**src/verilog/interval_timer_pkg.sv**
```systemverilog
// Constants for the 32-bit down-counting interval timer register block.
// Assumes a single-clock register port with word addressing and 16-bit data.

package interval_timer_pkg;

  // --------------------------------------------------------------------------
  // Register map
  // --------------------------------------------------------------------------
  localparam logic [2:0] ADDR_STATUS  = 3'h0;
  localparam logic [2:0] ADDR_CONTROL = 3'h1;
  localparam logic [2:0] ADDR_PER_LO  = 3'h2;
  localparam logic [2:0] ADDR_PER_HI  = 3'h3;
  localparam logic [2:0] ADDR_CAP_LO  = 3'h4;
  localparam logic [2:0] ADDR_CAP_HI  = 3'h5;

  // --------------------------------------------------------------------------
  // Field positions
  // --------------------------------------------------------------------------
  localparam int BIT_ZERO_FLAG  = 0;
  localparam int BIT_RUNNING    = 1;
  localparam int BIT_IRQ_EN     = 0;
  localparam int BIT_REPEAT     = 1;
  localparam int BIT_START      = 2;
  localparam int BIT_STOP       = 3;

  // --------------------------------------------------------------------------
  // Widths and reset values
  // --------------------------------------------------------------------------
  localparam int         REG_WIDTH    = 16;
  localparam int         CNT_WIDTH    = 32;
  localparam logic [31:0] DEF_PERIOD  = 32'h0001_869f;
  localparam logic [31:0] CNT_ZERO    = 32'h0000_0000;
  localparam logic [15:0] REG_ZERO    = 16'h0000;

endpackage : interval_timer_pkg

```
**src/verilog/interval_timer_regs.sv**
```systemverilog
// Interval timer: six 16-bit registers, 32-bit down counter, options.
// Assumes the master's address, data and strobes are synchronous to ref_clk.
`timescale 1ns/1ps

module interval_timer_regs
  import interval_timer_pkg::*;
#(
  parameter logic [31:0] PERIOD_DEFAULT  = DEF_PERIOD,
  parameter bit          WRITABLE_PERIOD = 1'b1,
  parameter bit          HAS_SNAPSHOT    = 1'b1,
  parameter bit          HAS_START_STOP  = 1'b1,
  parameter bit          HAS_PULSE       = 1'b1,
  parameter bit          HAS_WATCHDOG    = 1'b0
) (
  input  wire  logic        ref_clk,
  input  wire  logic        rst_b,
  input  wire  logic [2:0]  address,
  input  wire  logic        write,
  input  wire  logic        read,
  input  wire  logic [15:0] writedata,
  output logic       [15:0] readdata,
  output logic              irq,
  output logic              zero_reach_pulse,
  output logic              system_restart_request
);

  // --------------------------------------------------------------------------
  // Build-time checks
  // --------------------------------------------------------------------------
  // Refused at elaboration: a watchdog must never be stoppable
  if (HAS_WATCHDOG && HAS_START_STOP) begin : g_bad_build
    $error("Watchdog build must not also have stop control");
  end

  // --------------------------------------------------------------------------
  // State
  // --------------------------------------------------------------------------
  logic [31:0] counter;
  logic [31:0] period;
  logic [31:0] capture;
  logic        running;
  logic        zero_reached_flag;
  logic        zero_irq_enable;
  logic        repeat_mode;

  // --------------------------------------------------------------------------
  // Decode
  // --------------------------------------------------------------------------
  wire wr_status  = write && (address == ADDR_STATUS);
  wire wr_control = write && (address == ADDR_CONTROL);
  wire wr_per_lo  = write && (address == ADDR_PER_LO);
  wire wr_per_hi  = write && (address == ADDR_PER_HI);
  wire wr_period  = wr_per_lo || wr_per_hi;
  wire wr_capture = write && ((address == ADDR_CAP_LO) || (address == ADDR_CAP_HI));

  // Start is present in watchdog builds even without start/stop control
  wire start_ok   = HAS_START_STOP || HAS_WATCHDOG;
  wire start_ev   = wr_control && writedata[BIT_START] && start_ok;
  // Stop has no effect without start/stop control, nor ever under watchdog
  wire stop_ev    = wr_control && writedata[BIT_STOP] && HAS_START_STOP
                    && !HAS_WATCHDOG;
  wire at_zero    = running && (counter == CNT_ZERO);
  wire load_src_w = WRITABLE_PERIOD && !HAS_WATCHDOG;

  // Period value as it will stand after this cycle's write
  wire [31:0] next_period =
      !load_src_w ? PERIOD_DEFAULT :
      wr_per_lo   ? {period[31:16], writedata} :
      wr_per_hi   ? {writedata, period[15:0]} : period;

  // A period write stops the counter only when stop control exists
  wire per_stop   = wr_period && HAS_START_STOP && !HAS_WATCHDOG;
  // Without any start control the timer runs free; a watchdog never stops at zero
  wire next_run   = !start_ok           ? 1'b1 :
                    stop_ev || per_stop ? 1'b0 :
                    start_ev            ? 1'b1 :
                    at_zero && !repeat_mode && !HAS_WATCHDOG ? 1'b0 : running;

  // Reload on zero or any period write; otherwise count down while running
  wire [31:0] next_counter =
      wr_period ? next_period :
      at_zero   ? period :
      running   ? counter - 32'h0000_0001 : counter;

  // --------------------------------------------------------------------------
  // Counter and run state
  // --------------------------------------------------------------------------
  always_ff @(posedge ref_clk or negedge rst_b) begin
    if (!rst_b) begin
      counter <= PERIOD_DEFAULT;
      period  <= PERIOD_DEFAULT;
      running <= 1'b0;
    end else begin
      counter <= next_counter;
      period  <= next_period;
      running <= next_run;
    end
  end

  // The run bit cannot be free-running before reset release in a watchdog,
  // so a non-watchdog build without start/stop starts itself on the first edge.
  logic auto_started;
  always_ff @(posedge ref_clk or negedge rst_b) begin
    if (!rst_b) auto_started <= 1'b0;
    else        auto_started <= 1'b1;
  end
  wire free_run = !HAS_START_STOP && !HAS_WATCHDOG && !auto_started;

  // --------------------------------------------------------------------------
  // Control and flag; a zero event wins over a same-cycle clear
  // --------------------------------------------------------------------------
  always_ff @(posedge ref_clk or negedge rst_b) begin
    if (!rst_b) begin
      zero_reached_flag <= 1'b0;
      zero_irq_enable   <= 1'b0;
      repeat_mode       <= 1'b0;
    end else begin
      if (at_zero)
        zero_reached_flag <= 1'b1;
      else if (wr_status && writedata == REG_ZERO)
        zero_reached_flag <= 1'b0;
      if (wr_control) begin
        zero_irq_enable <= writedata[BIT_IRQ_EN];
        repeat_mode     <= writedata[BIT_REPEAT];
      end else if (free_run) begin
        repeat_mode     <= 1'b1;  // Runs continuously without stop control
      end
    end
  end

  // --------------------------------------------------------------------------
  // Snapshot capture, whole word in one cycle
  // --------------------------------------------------------------------------
  always_ff @(posedge ref_clk or negedge rst_b) begin
    if (!rst_b)                       capture <= CNT_ZERO;
    else if (wr_capture && HAS_SNAPSHOT) capture <= counter;
  end

  // --------------------------------------------------------------------------
  // Outputs
  // --------------------------------------------------------------------------
  logic        zero_q;
  wire  [15:0] rd_status  = {14'h0000, running, zero_reached_flag};
  wire  [15:0] rd_control = {14'h0000, repeat_mode, zero_irq_enable};
  wire  [15:0] next_rdata =
      (address == ADDR_STATUS)  ? rd_status :
      (address == ADDR_CONTROL) ? rd_control :
      (address == ADDR_PER_LO)  ? period[15:0] :
      (address == ADDR_PER_HI)  ? period[31:16] :
      (address == ADDR_CAP_LO)  ? capture[15:0] :
      (address == ADDR_CAP_HI)  ? capture[31:16] : REG_ZERO;

  always_ff @(posedge ref_clk or negedge rst_b) begin
    if (!rst_b) begin
      readdata <= REG_ZERO;
      zero_q   <= 1'b0;
    end else begin
      readdata <= read ? next_rdata : readdata;
      zero_q   <= at_zero;
    end
  end

  assign irq                    = zero_irq_enable && zero_reached_flag;
  assign zero_reach_pulse       = HAS_PULSE && zero_q;
  assign system_restart_request = HAS_WATCHDOG && zero_q;

  // --------------------------------------------------------------------------
  // Checks
  // --------------------------------------------------------------------------
  property p_flag_set;
    @(posedge ref_clk) disable iff (!rst_b) at_zero |=> zero_reached_flag;
  endproperty
  a_flag_set: assert property (p_flag_set) else $error("flag not set at zero");

  property p_flag_clear;
    @(posedge ref_clk) disable iff (!rst_b)
      (wr_status && writedata == REG_ZERO && !at_zero) |=> !zero_reached_flag;
  endproperty
  a_flag_clear: assert property (p_flag_clear) else $error("flag not cleared");

  property p_irq;
    @(posedge ref_clk) disable iff (!rst_b)
      (zero_irq_enable && at_zero && !wr_control) |=> irq;
  endproperty
  a_irq: assert property (p_irq) else $error("irq mismatch");

  property p_oneshot;
    @(posedge ref_clk) disable iff (!rst_b)
      (HAS_START_STOP && at_zero && !repeat_mode && !start_ev && !wr_period)
      |=> !running && counter == $past(period);
  endproperty
  a_oneshot: assert property (p_oneshot) else $error("one-shot did not stop");

  property p_reload;
    @(posedge ref_clk) disable iff (!rst_b)
      (at_zero && !wr_period) |=> counter == $past(period);
  endproperty
  a_reload: assert property (p_reload) else $error("no reload at zero");

  property p_count;
    @(posedge ref_clk) disable iff (!rst_b)
      (running && !at_zero && !wr_period && !stop_ev) |=> counter == $past(counter) - 32'h1;
  endproperty
  a_count: assert property (p_count) else $error("counter did not decrement");

  property p_start;
    @(posedge ref_clk) disable iff (!rst_b) (start_ev && !running && !wr_period) |=> running;
  endproperty
  a_start: assert property (p_start) else $error("start ignored");

  property p_stop;
    @(posedge ref_clk) disable iff (!rst_b) stop_ev |=> !running;
  endproperty
  a_stop: assert property (p_stop) else $error("stop ignored");

  property p_capture;
    @(posedge ref_clk) disable iff (!rst_b)
      (wr_capture && HAS_SNAPSHOT) |=> capture == $past(counter) ##1 1'b1;
  endproperty
  a_capture: assert property (p_capture) else $error("snapshot mismatch");

  property p_pulse;
    @(posedge ref_clk) disable iff (!rst_b)
      (HAS_PULSE && at_zero) |=> zero_reach_pulse ##1 !zero_reach_pulse;
  endproperty
  a_pulse: assert property (p_pulse) else $error("pulse width wrong");

  // Flag stays set until a zero write to status
  property p_flag_hold;
    @(posedge ref_clk) disable iff (!rst_b)
      (zero_reached_flag && !(wr_status && writedata == REG_ZERO)) |=> zero_reached_flag;
  endproperty
  a_flag_hold: assert property (p_flag_hold) else $error("flag lost");

  // Status writes never move the run bit
  property p_run_status;
    @(posedge ref_clk) disable iff (!rst_b)
      (wr_status && !at_zero) |=> running == $past(running);
  endproperty
  a_run_status: assert property (p_run_status) else $error("run bit moved");

  property p_read_status;
    @(posedge ref_clk) disable iff (!rst_b)
      (read && address == ADDR_STATUS)
      |=> readdata == {14'h0000, $past(running), $past(zero_reached_flag)};
  endproperty
  a_read_status: assert property (p_read_status) else $error("status read wrong");

  // Control write takes enable and mode bits as written
  property p_ctrl_write;
    @(posedge ref_clk) disable iff (!rst_b)
      wr_control |=> zero_irq_enable == $past(writedata[BIT_IRQ_EN])
                     && repeat_mode == $past(writedata[BIT_REPEAT]);
  endproperty
  a_ctrl_write: assert property (p_ctrl_write) else $error("control write lost");

  // A stopped counter keeps its value so a start resumes from it
  property p_stopped_hold;
    @(posedge ref_clk) disable iff (!rst_b)
      (!running && !start_ev && !wr_period) |=> counter == $past(counter);
  endproperty
  a_stopped_hold: assert property (p_stopped_hold) else $error("stopped count moved");

  property p_per_lo_read;
    @(posedge ref_clk) disable iff (!rst_b)
      (read && address == ADDR_PER_LO) |=> readdata == $past(period[15:0]);
  endproperty
  a_per_lo_read: assert property (p_per_lo_read) else $error("period low wrong");

  property p_per_hi_read;
    @(posedge ref_clk) disable iff (!rst_b)
      (read && address == ADDR_PER_HI) |=> readdata == $past(period[31:16]);
  endproperty
  a_per_hi_read: assert property (p_per_hi_read) else $error("period high wrong");

  // Any period write leaves the counter equal to the period in force
  property p_period_load;
    @(posedge ref_clk) disable iff (!rst_b)
      wr_period |=> counter == period;
  endproperty
  a_period_load: assert property (p_period_load) else $error("period not loaded");

  // The last decrement lands on zero, which is held for a cycle
  property p_hold_zero;
    @(posedge ref_clk) disable iff (!rst_b)
      (running && counter == 32'h0000_0001 && !wr_period && !stop_ev)
      |=> running && counter == CNT_ZERO;
  endproperty
  a_hold_zero: assert property (p_hold_zero) else $error("zero not held");

  property p_period_stop;
    @(posedge ref_clk) disable iff (!rst_b)
      (wr_period && HAS_START_STOP && !HAS_WATCHDOG) |=> !running;
  endproperty
  a_period_stop: assert property (p_period_stop) else $error("period write kept run");

  property p_capture_keeps;
    @(posedge ref_clk) disable iff (!rst_b)
      (wr_capture && !at_zero) |=> running == $past(running);
  endproperty
  a_capture_keeps: assert property (p_capture_keeps) else $error("snapshot moved run");

  property p_unmapped;
    @(posedge ref_clk) disable iff (!rst_b)
      (read && address > ADDR_CAP_HI) |=> readdata == REG_ZERO;
  endproperty
  a_unmapped: assert property (p_unmapped) else $error("unmapped read not zero");

  // Read data stands until the next read
  property p_rd_hold;
    @(posedge ref_clk) disable iff (!rst_b)
      !read |=> readdata == $past(readdata);
  endproperty
  a_rd_hold: assert property (p_rd_hold) else $error("read data moved");

endmodule : interval_timer_regs
```
**config.mk**
```make
export PLATFORM = sky130hd
export DESIGN_NAME = interval_timer_regs
export DESIGN_NICKNAME = d
export VERILOG_FILES = /design/src/verilog/interval_timer_pkg.sv /design/src/verilog/interval_timer_regs.sv
export SDC_FILE = /design/constraint.sdc
export NUM_CORES = 1
export LEC_CHECK = 0
export ABC_AREA = 1
export BUFFER_PORTS_ARGS = -buffer_cell sky130_fd_sc_hd__buf_2
export CAP_MARGIN = 20
export CORE_MARGIN = 2
export CORE_UTILIZATION = 48
export CTS_CLUSTER_DIAMETER = 120
export DETAILED_ROUTE_END_ITERATION = 12
export PLACE_DENSITY_LB_ADDON = 0.25
export RECOVER_POWER = 100
export SLEW_MARGIN = 10
export SYNTH_ARGS = -nofsm -noshare
export SYNTH_HDL_FRONTEND = slang
export SYNTH_SLANG_ARGS = --single-unit
```
**constraint.sdc**
```tcl
create_clock -name ref_clk -period 1.9 [get_ports ref_clk]
set_input_delay 0.095 -clock ref_clk [delete_from_list [all_inputs] [get_ports ref_clk]]
set_output_delay 0.095 -clock ref_clk [all_outputs]
set_load 0.02 [all_outputs]
```
==> reports/results.ini <==
[global_routing]
gr-usage-all-layers=0.304
antenna_found_initial=1
grt_max_degree=59
grt_pass1_wl_um=33100
grt_pass1_vias=6043
gr-total-overflow=0

[yosys]
synthesis.nets=944
synth.avg_cell_area_um2=7.11
ys.flop_type=dfrtp_1
ys_seq_area_frac=0.452
async_flop_share=1.00
synth_edf_count=0
yosysUniqueCellTypes=30
ys_ff_latch=117
yosysWarnings=0
syn_area_mm2=0.00654
synth_cells=920

[placed_design]
place_ws_ps=77.2
io_buffers=40
place_area_mm2=0.00718
dp.cells=1146
dp.final_hpwl_um=15500
place_congestion=0.980

[die]
core_area_mm2=0.0133
io_pins=42
die-area_mm2=0.0146
die_h_um=121
rows=42
die_x_um=121
start_util=0.492

[setup_path]
timing.rr.start=counter[10]$_DFFE_PN1P_
path_class=flop to flop
critPathCapture=counter[21]$_DFFE_PN0P_
critPathLaunchType=flop
cp.arrival_ps=2120
rrSetupSlack_ps=80
end_kind=flop
reg2reg_to=counter[21]$_DFFE_PN0P_
cpMaxStageDelayCell=dfstp_2
crit_chain=nor2_1 > nand2_1 > nor2_2 > nand3_2 > nor2_2 > buf_4 > nand2_1 > nand3_1 > nand2_1
cp.required_ps=2210
max_stage_delay_ps=390
r2r_cells=9
crit_start=counter[10]$_DFFE_PN1P_
crit_path_frequent_cell=nand2_1
cp_max_fo=16

[power]
vdd_ir_drop_max_mv=0.728
power_frac_clock=0.360
switchingPower_mw=3.54
p_leak_nw=3.79
p_comb_frac=0.268
finalPower_mw=9.97
p_sw_frac=0.356
power_density_mw_per_mm2=1260
sequentialPowerShare=0.372
internal_power_mw=6.42

[sta]
worstMarginPinSlew_ps=897
fin_hold_ws_ps=28.2
relSlewSlack=0.402
tns_ps=0
fin_crit_ps=1820
fin_crit_sh=0.955
skew_ps=5.68
fmaxAchievable_ghz=0.551
setup_violations=0
hold_violations=0
rsz0062_at_grt=yes
report.final.slew_viol_count=0
setup_slack_ps=84.6

[final_layout]
nets=1028
syn_to_final_growth_pct=20.7
design_area_mm2=0.00789
drive_above_1_share=0.129
fillCellCount=1245
fin_cells=1193
antenna-diode-count=0
final_util=0.593

[clocking]
cts_made_buffers=17
cts_setup_buffers=0
cts.sinks=117
htreeDepth=4
path_clk_slew_ps=60
cts_tree=yes
clock_path_buffers=2
insertion_delay_ps=430
cts-root-buf=clkbuf_16

[detailed_routing]
wl_um=20900
ant_nets=0
drtIter0Drc=650
wl_per_cell_um=17.5
viasPerCell=5.39
num_vias=6429
dr.pass1.iters=5
drc_errors=0

[job]
maxCapViolations=0

[worst_hold_path]
min_path_type=input port to flop

[status]
status=complete, no violations

[timing repair]
| item | in CTS | in global routing |
|---|---|---|
| hold endpoints to repair | 67 | 0 |
| hold buffers | 15 | 0 |
| setup endpoints to repair | 0 | 19 |
| gates resized for setup | 0 | 4 |
[cell families (layout without fill, tap and decap cells)]
family          count (synthesis)  count (layout)  synth area share
fa+ha+maj                       1               1           0.00191
buf+inv                       168             265             0.102
simple gates                  442             442             0.284
flops                         117             117             0.452
other cells                     1               1          0.000574
compound gates                181             181             0.146
xor+xnor                       10              10            0.0134
[routing by layer]
metal,wire (µm),up-vias,global-route usage,part of all wire
met4,543,2,0.119,0.026
li1,-,3114,-,-
met1,9330,3015,0.427,0.45
met2,9160,259,0.448,0.44
met3,1840,39,0.0811,0.088
met5,13,-,0,0.00062
[sequential cells by signal, summed over array words and instances, names as in the netlist]
register and cells:
capture 32, counter 32, period 32, readdata 16, repeat_mode 1, running 1
zero_irq_enable 1, zero_reach_pulse 1, zero_reached_flag 1
[worst min-delay path by stage]
stage,start,end,slack (ps),cells after the start
floorplan,rst_b,capture[0]$_DFFE_PN0P_,-200,0
global placement,rst_b,capture[17]$_DFFE_PN0P_,70,1
detailed placement,rst_b,capture[17]$_DFFE_PN0P_,70,1
CTS,writedata[3],period[3]$_DFF_PN1_,10,3
global route,writedata[3],period[3]$_DFF_PN1_,60,3
finish,writedata[3],period[3]$_DFF_PN1_,30,3
[power by group through the flow]
stage | logic [mW] | clock network, mW | registers [mW]
floorplan | 1.67 | 0 | 3.61
global placement | 2.60 | 0 | 3.72
detailed placement | 2.62 | 0 | 3.72
CTS | 2.67 | 3.61 | 3.69
global route | 3.01 | 3.74 | 3.79
finish | 2.67 | 3.59 | 3.71
[cell usage after synthesis (3+ instances only)]
library cell | instances | area (µm²)
a21oi_1 | 14 | 70.1
nor4_1 | 3 | 18.8
dfrtp_1 | 97 | 2430
buf_2 | 17 | 85.1
nor2_2 | 6 | 37.5
inv_1 | 124 | 465
o21ai_0 | 106 | 531
nand4_1 | 11 | 68.8
clkbuf_1 | 16 | 60.1
o22ai_1 | 10 | 62.6
nand3_1 | 66 | 330
xor2_1 | 10 | 87.6
dfstp_2 | 20 | 526
nand2_1 | 256 | 961
o21ai_1 | 36 | 180
nor2_1 | 87 | 327
inv_2 | 7 | 26.3
o211ai_1 | 14 | 105
buf_4 | 4 | 30.0
[cell type report]
class                           instances  area (µm²)  area share
Clock buffer                           17         425      0.0539
Clock inverter                         15         229      0.0290
Inverter                              131         492      0.0623
Timing Repair Buffer                  102         649      0.0823
Multi-Input combinational cell        635        2920       0.370
Sequential cell                       117        2950       0.374
Tap cell                              176         220      0.0279
[placed cells by master (no fill, tap or decap)]
| master | instances |
|---|---|
| nand4_2 | 1 |
| conb_1 | 1 |
| xor2_1 | 10 |
| o21ai_0 | 127 |
| inv_2 | 4 |
| o211ai_1 | 14 |
| clkbuf_2 | 4 |
| or2_2 | 1 |
| a21oi_1 | 14 |
| nor4_1 | 3 |
| clkinv_2 | 1 |
| buf_12 | 1 |
| nor3_1 | 3 |
| dfstp_1 | 1 |
| bufinv_16 | 5 |
| nand3_1 | 65 |
| nand2_2 | 2 |
| dfstp_2 | 19 |
| buf_2 | 19 |
| nand2_1 | 256 |
| dfrtp_1 | 97 |
| inv_6 | 2 |
| o21ai_1 | 15 |
| inv_1 | 127 |
| o22ai_1 | 10 |
| nor2_2 | 9 |
| dlygate4sd3_1 | 15 |
| o21a_1 | 1 |
| nand4_1 | 11 |
| nor2_1 | 84 |
| clkinvlp_4 | 4 |
| clkbuf_16 | 17 |
| buf_4 | 34 |
| clkbuf_1 | 29 |
| clkinv_4 | 3 |
| nand3b_1 | 2 |
| ha_1 | 1 |
| nand3_2 | 3 |
| nor2_4 | 2 |
[critical path: cells and delay by family, from the launching register on]
family,cells,cell delay (ps)
buffers and inverters,1,240
flip-flops,1,390
AND/OR/NAND/NOR,8,1080
No activity file was read; power rests on OpenSTA's default activity.
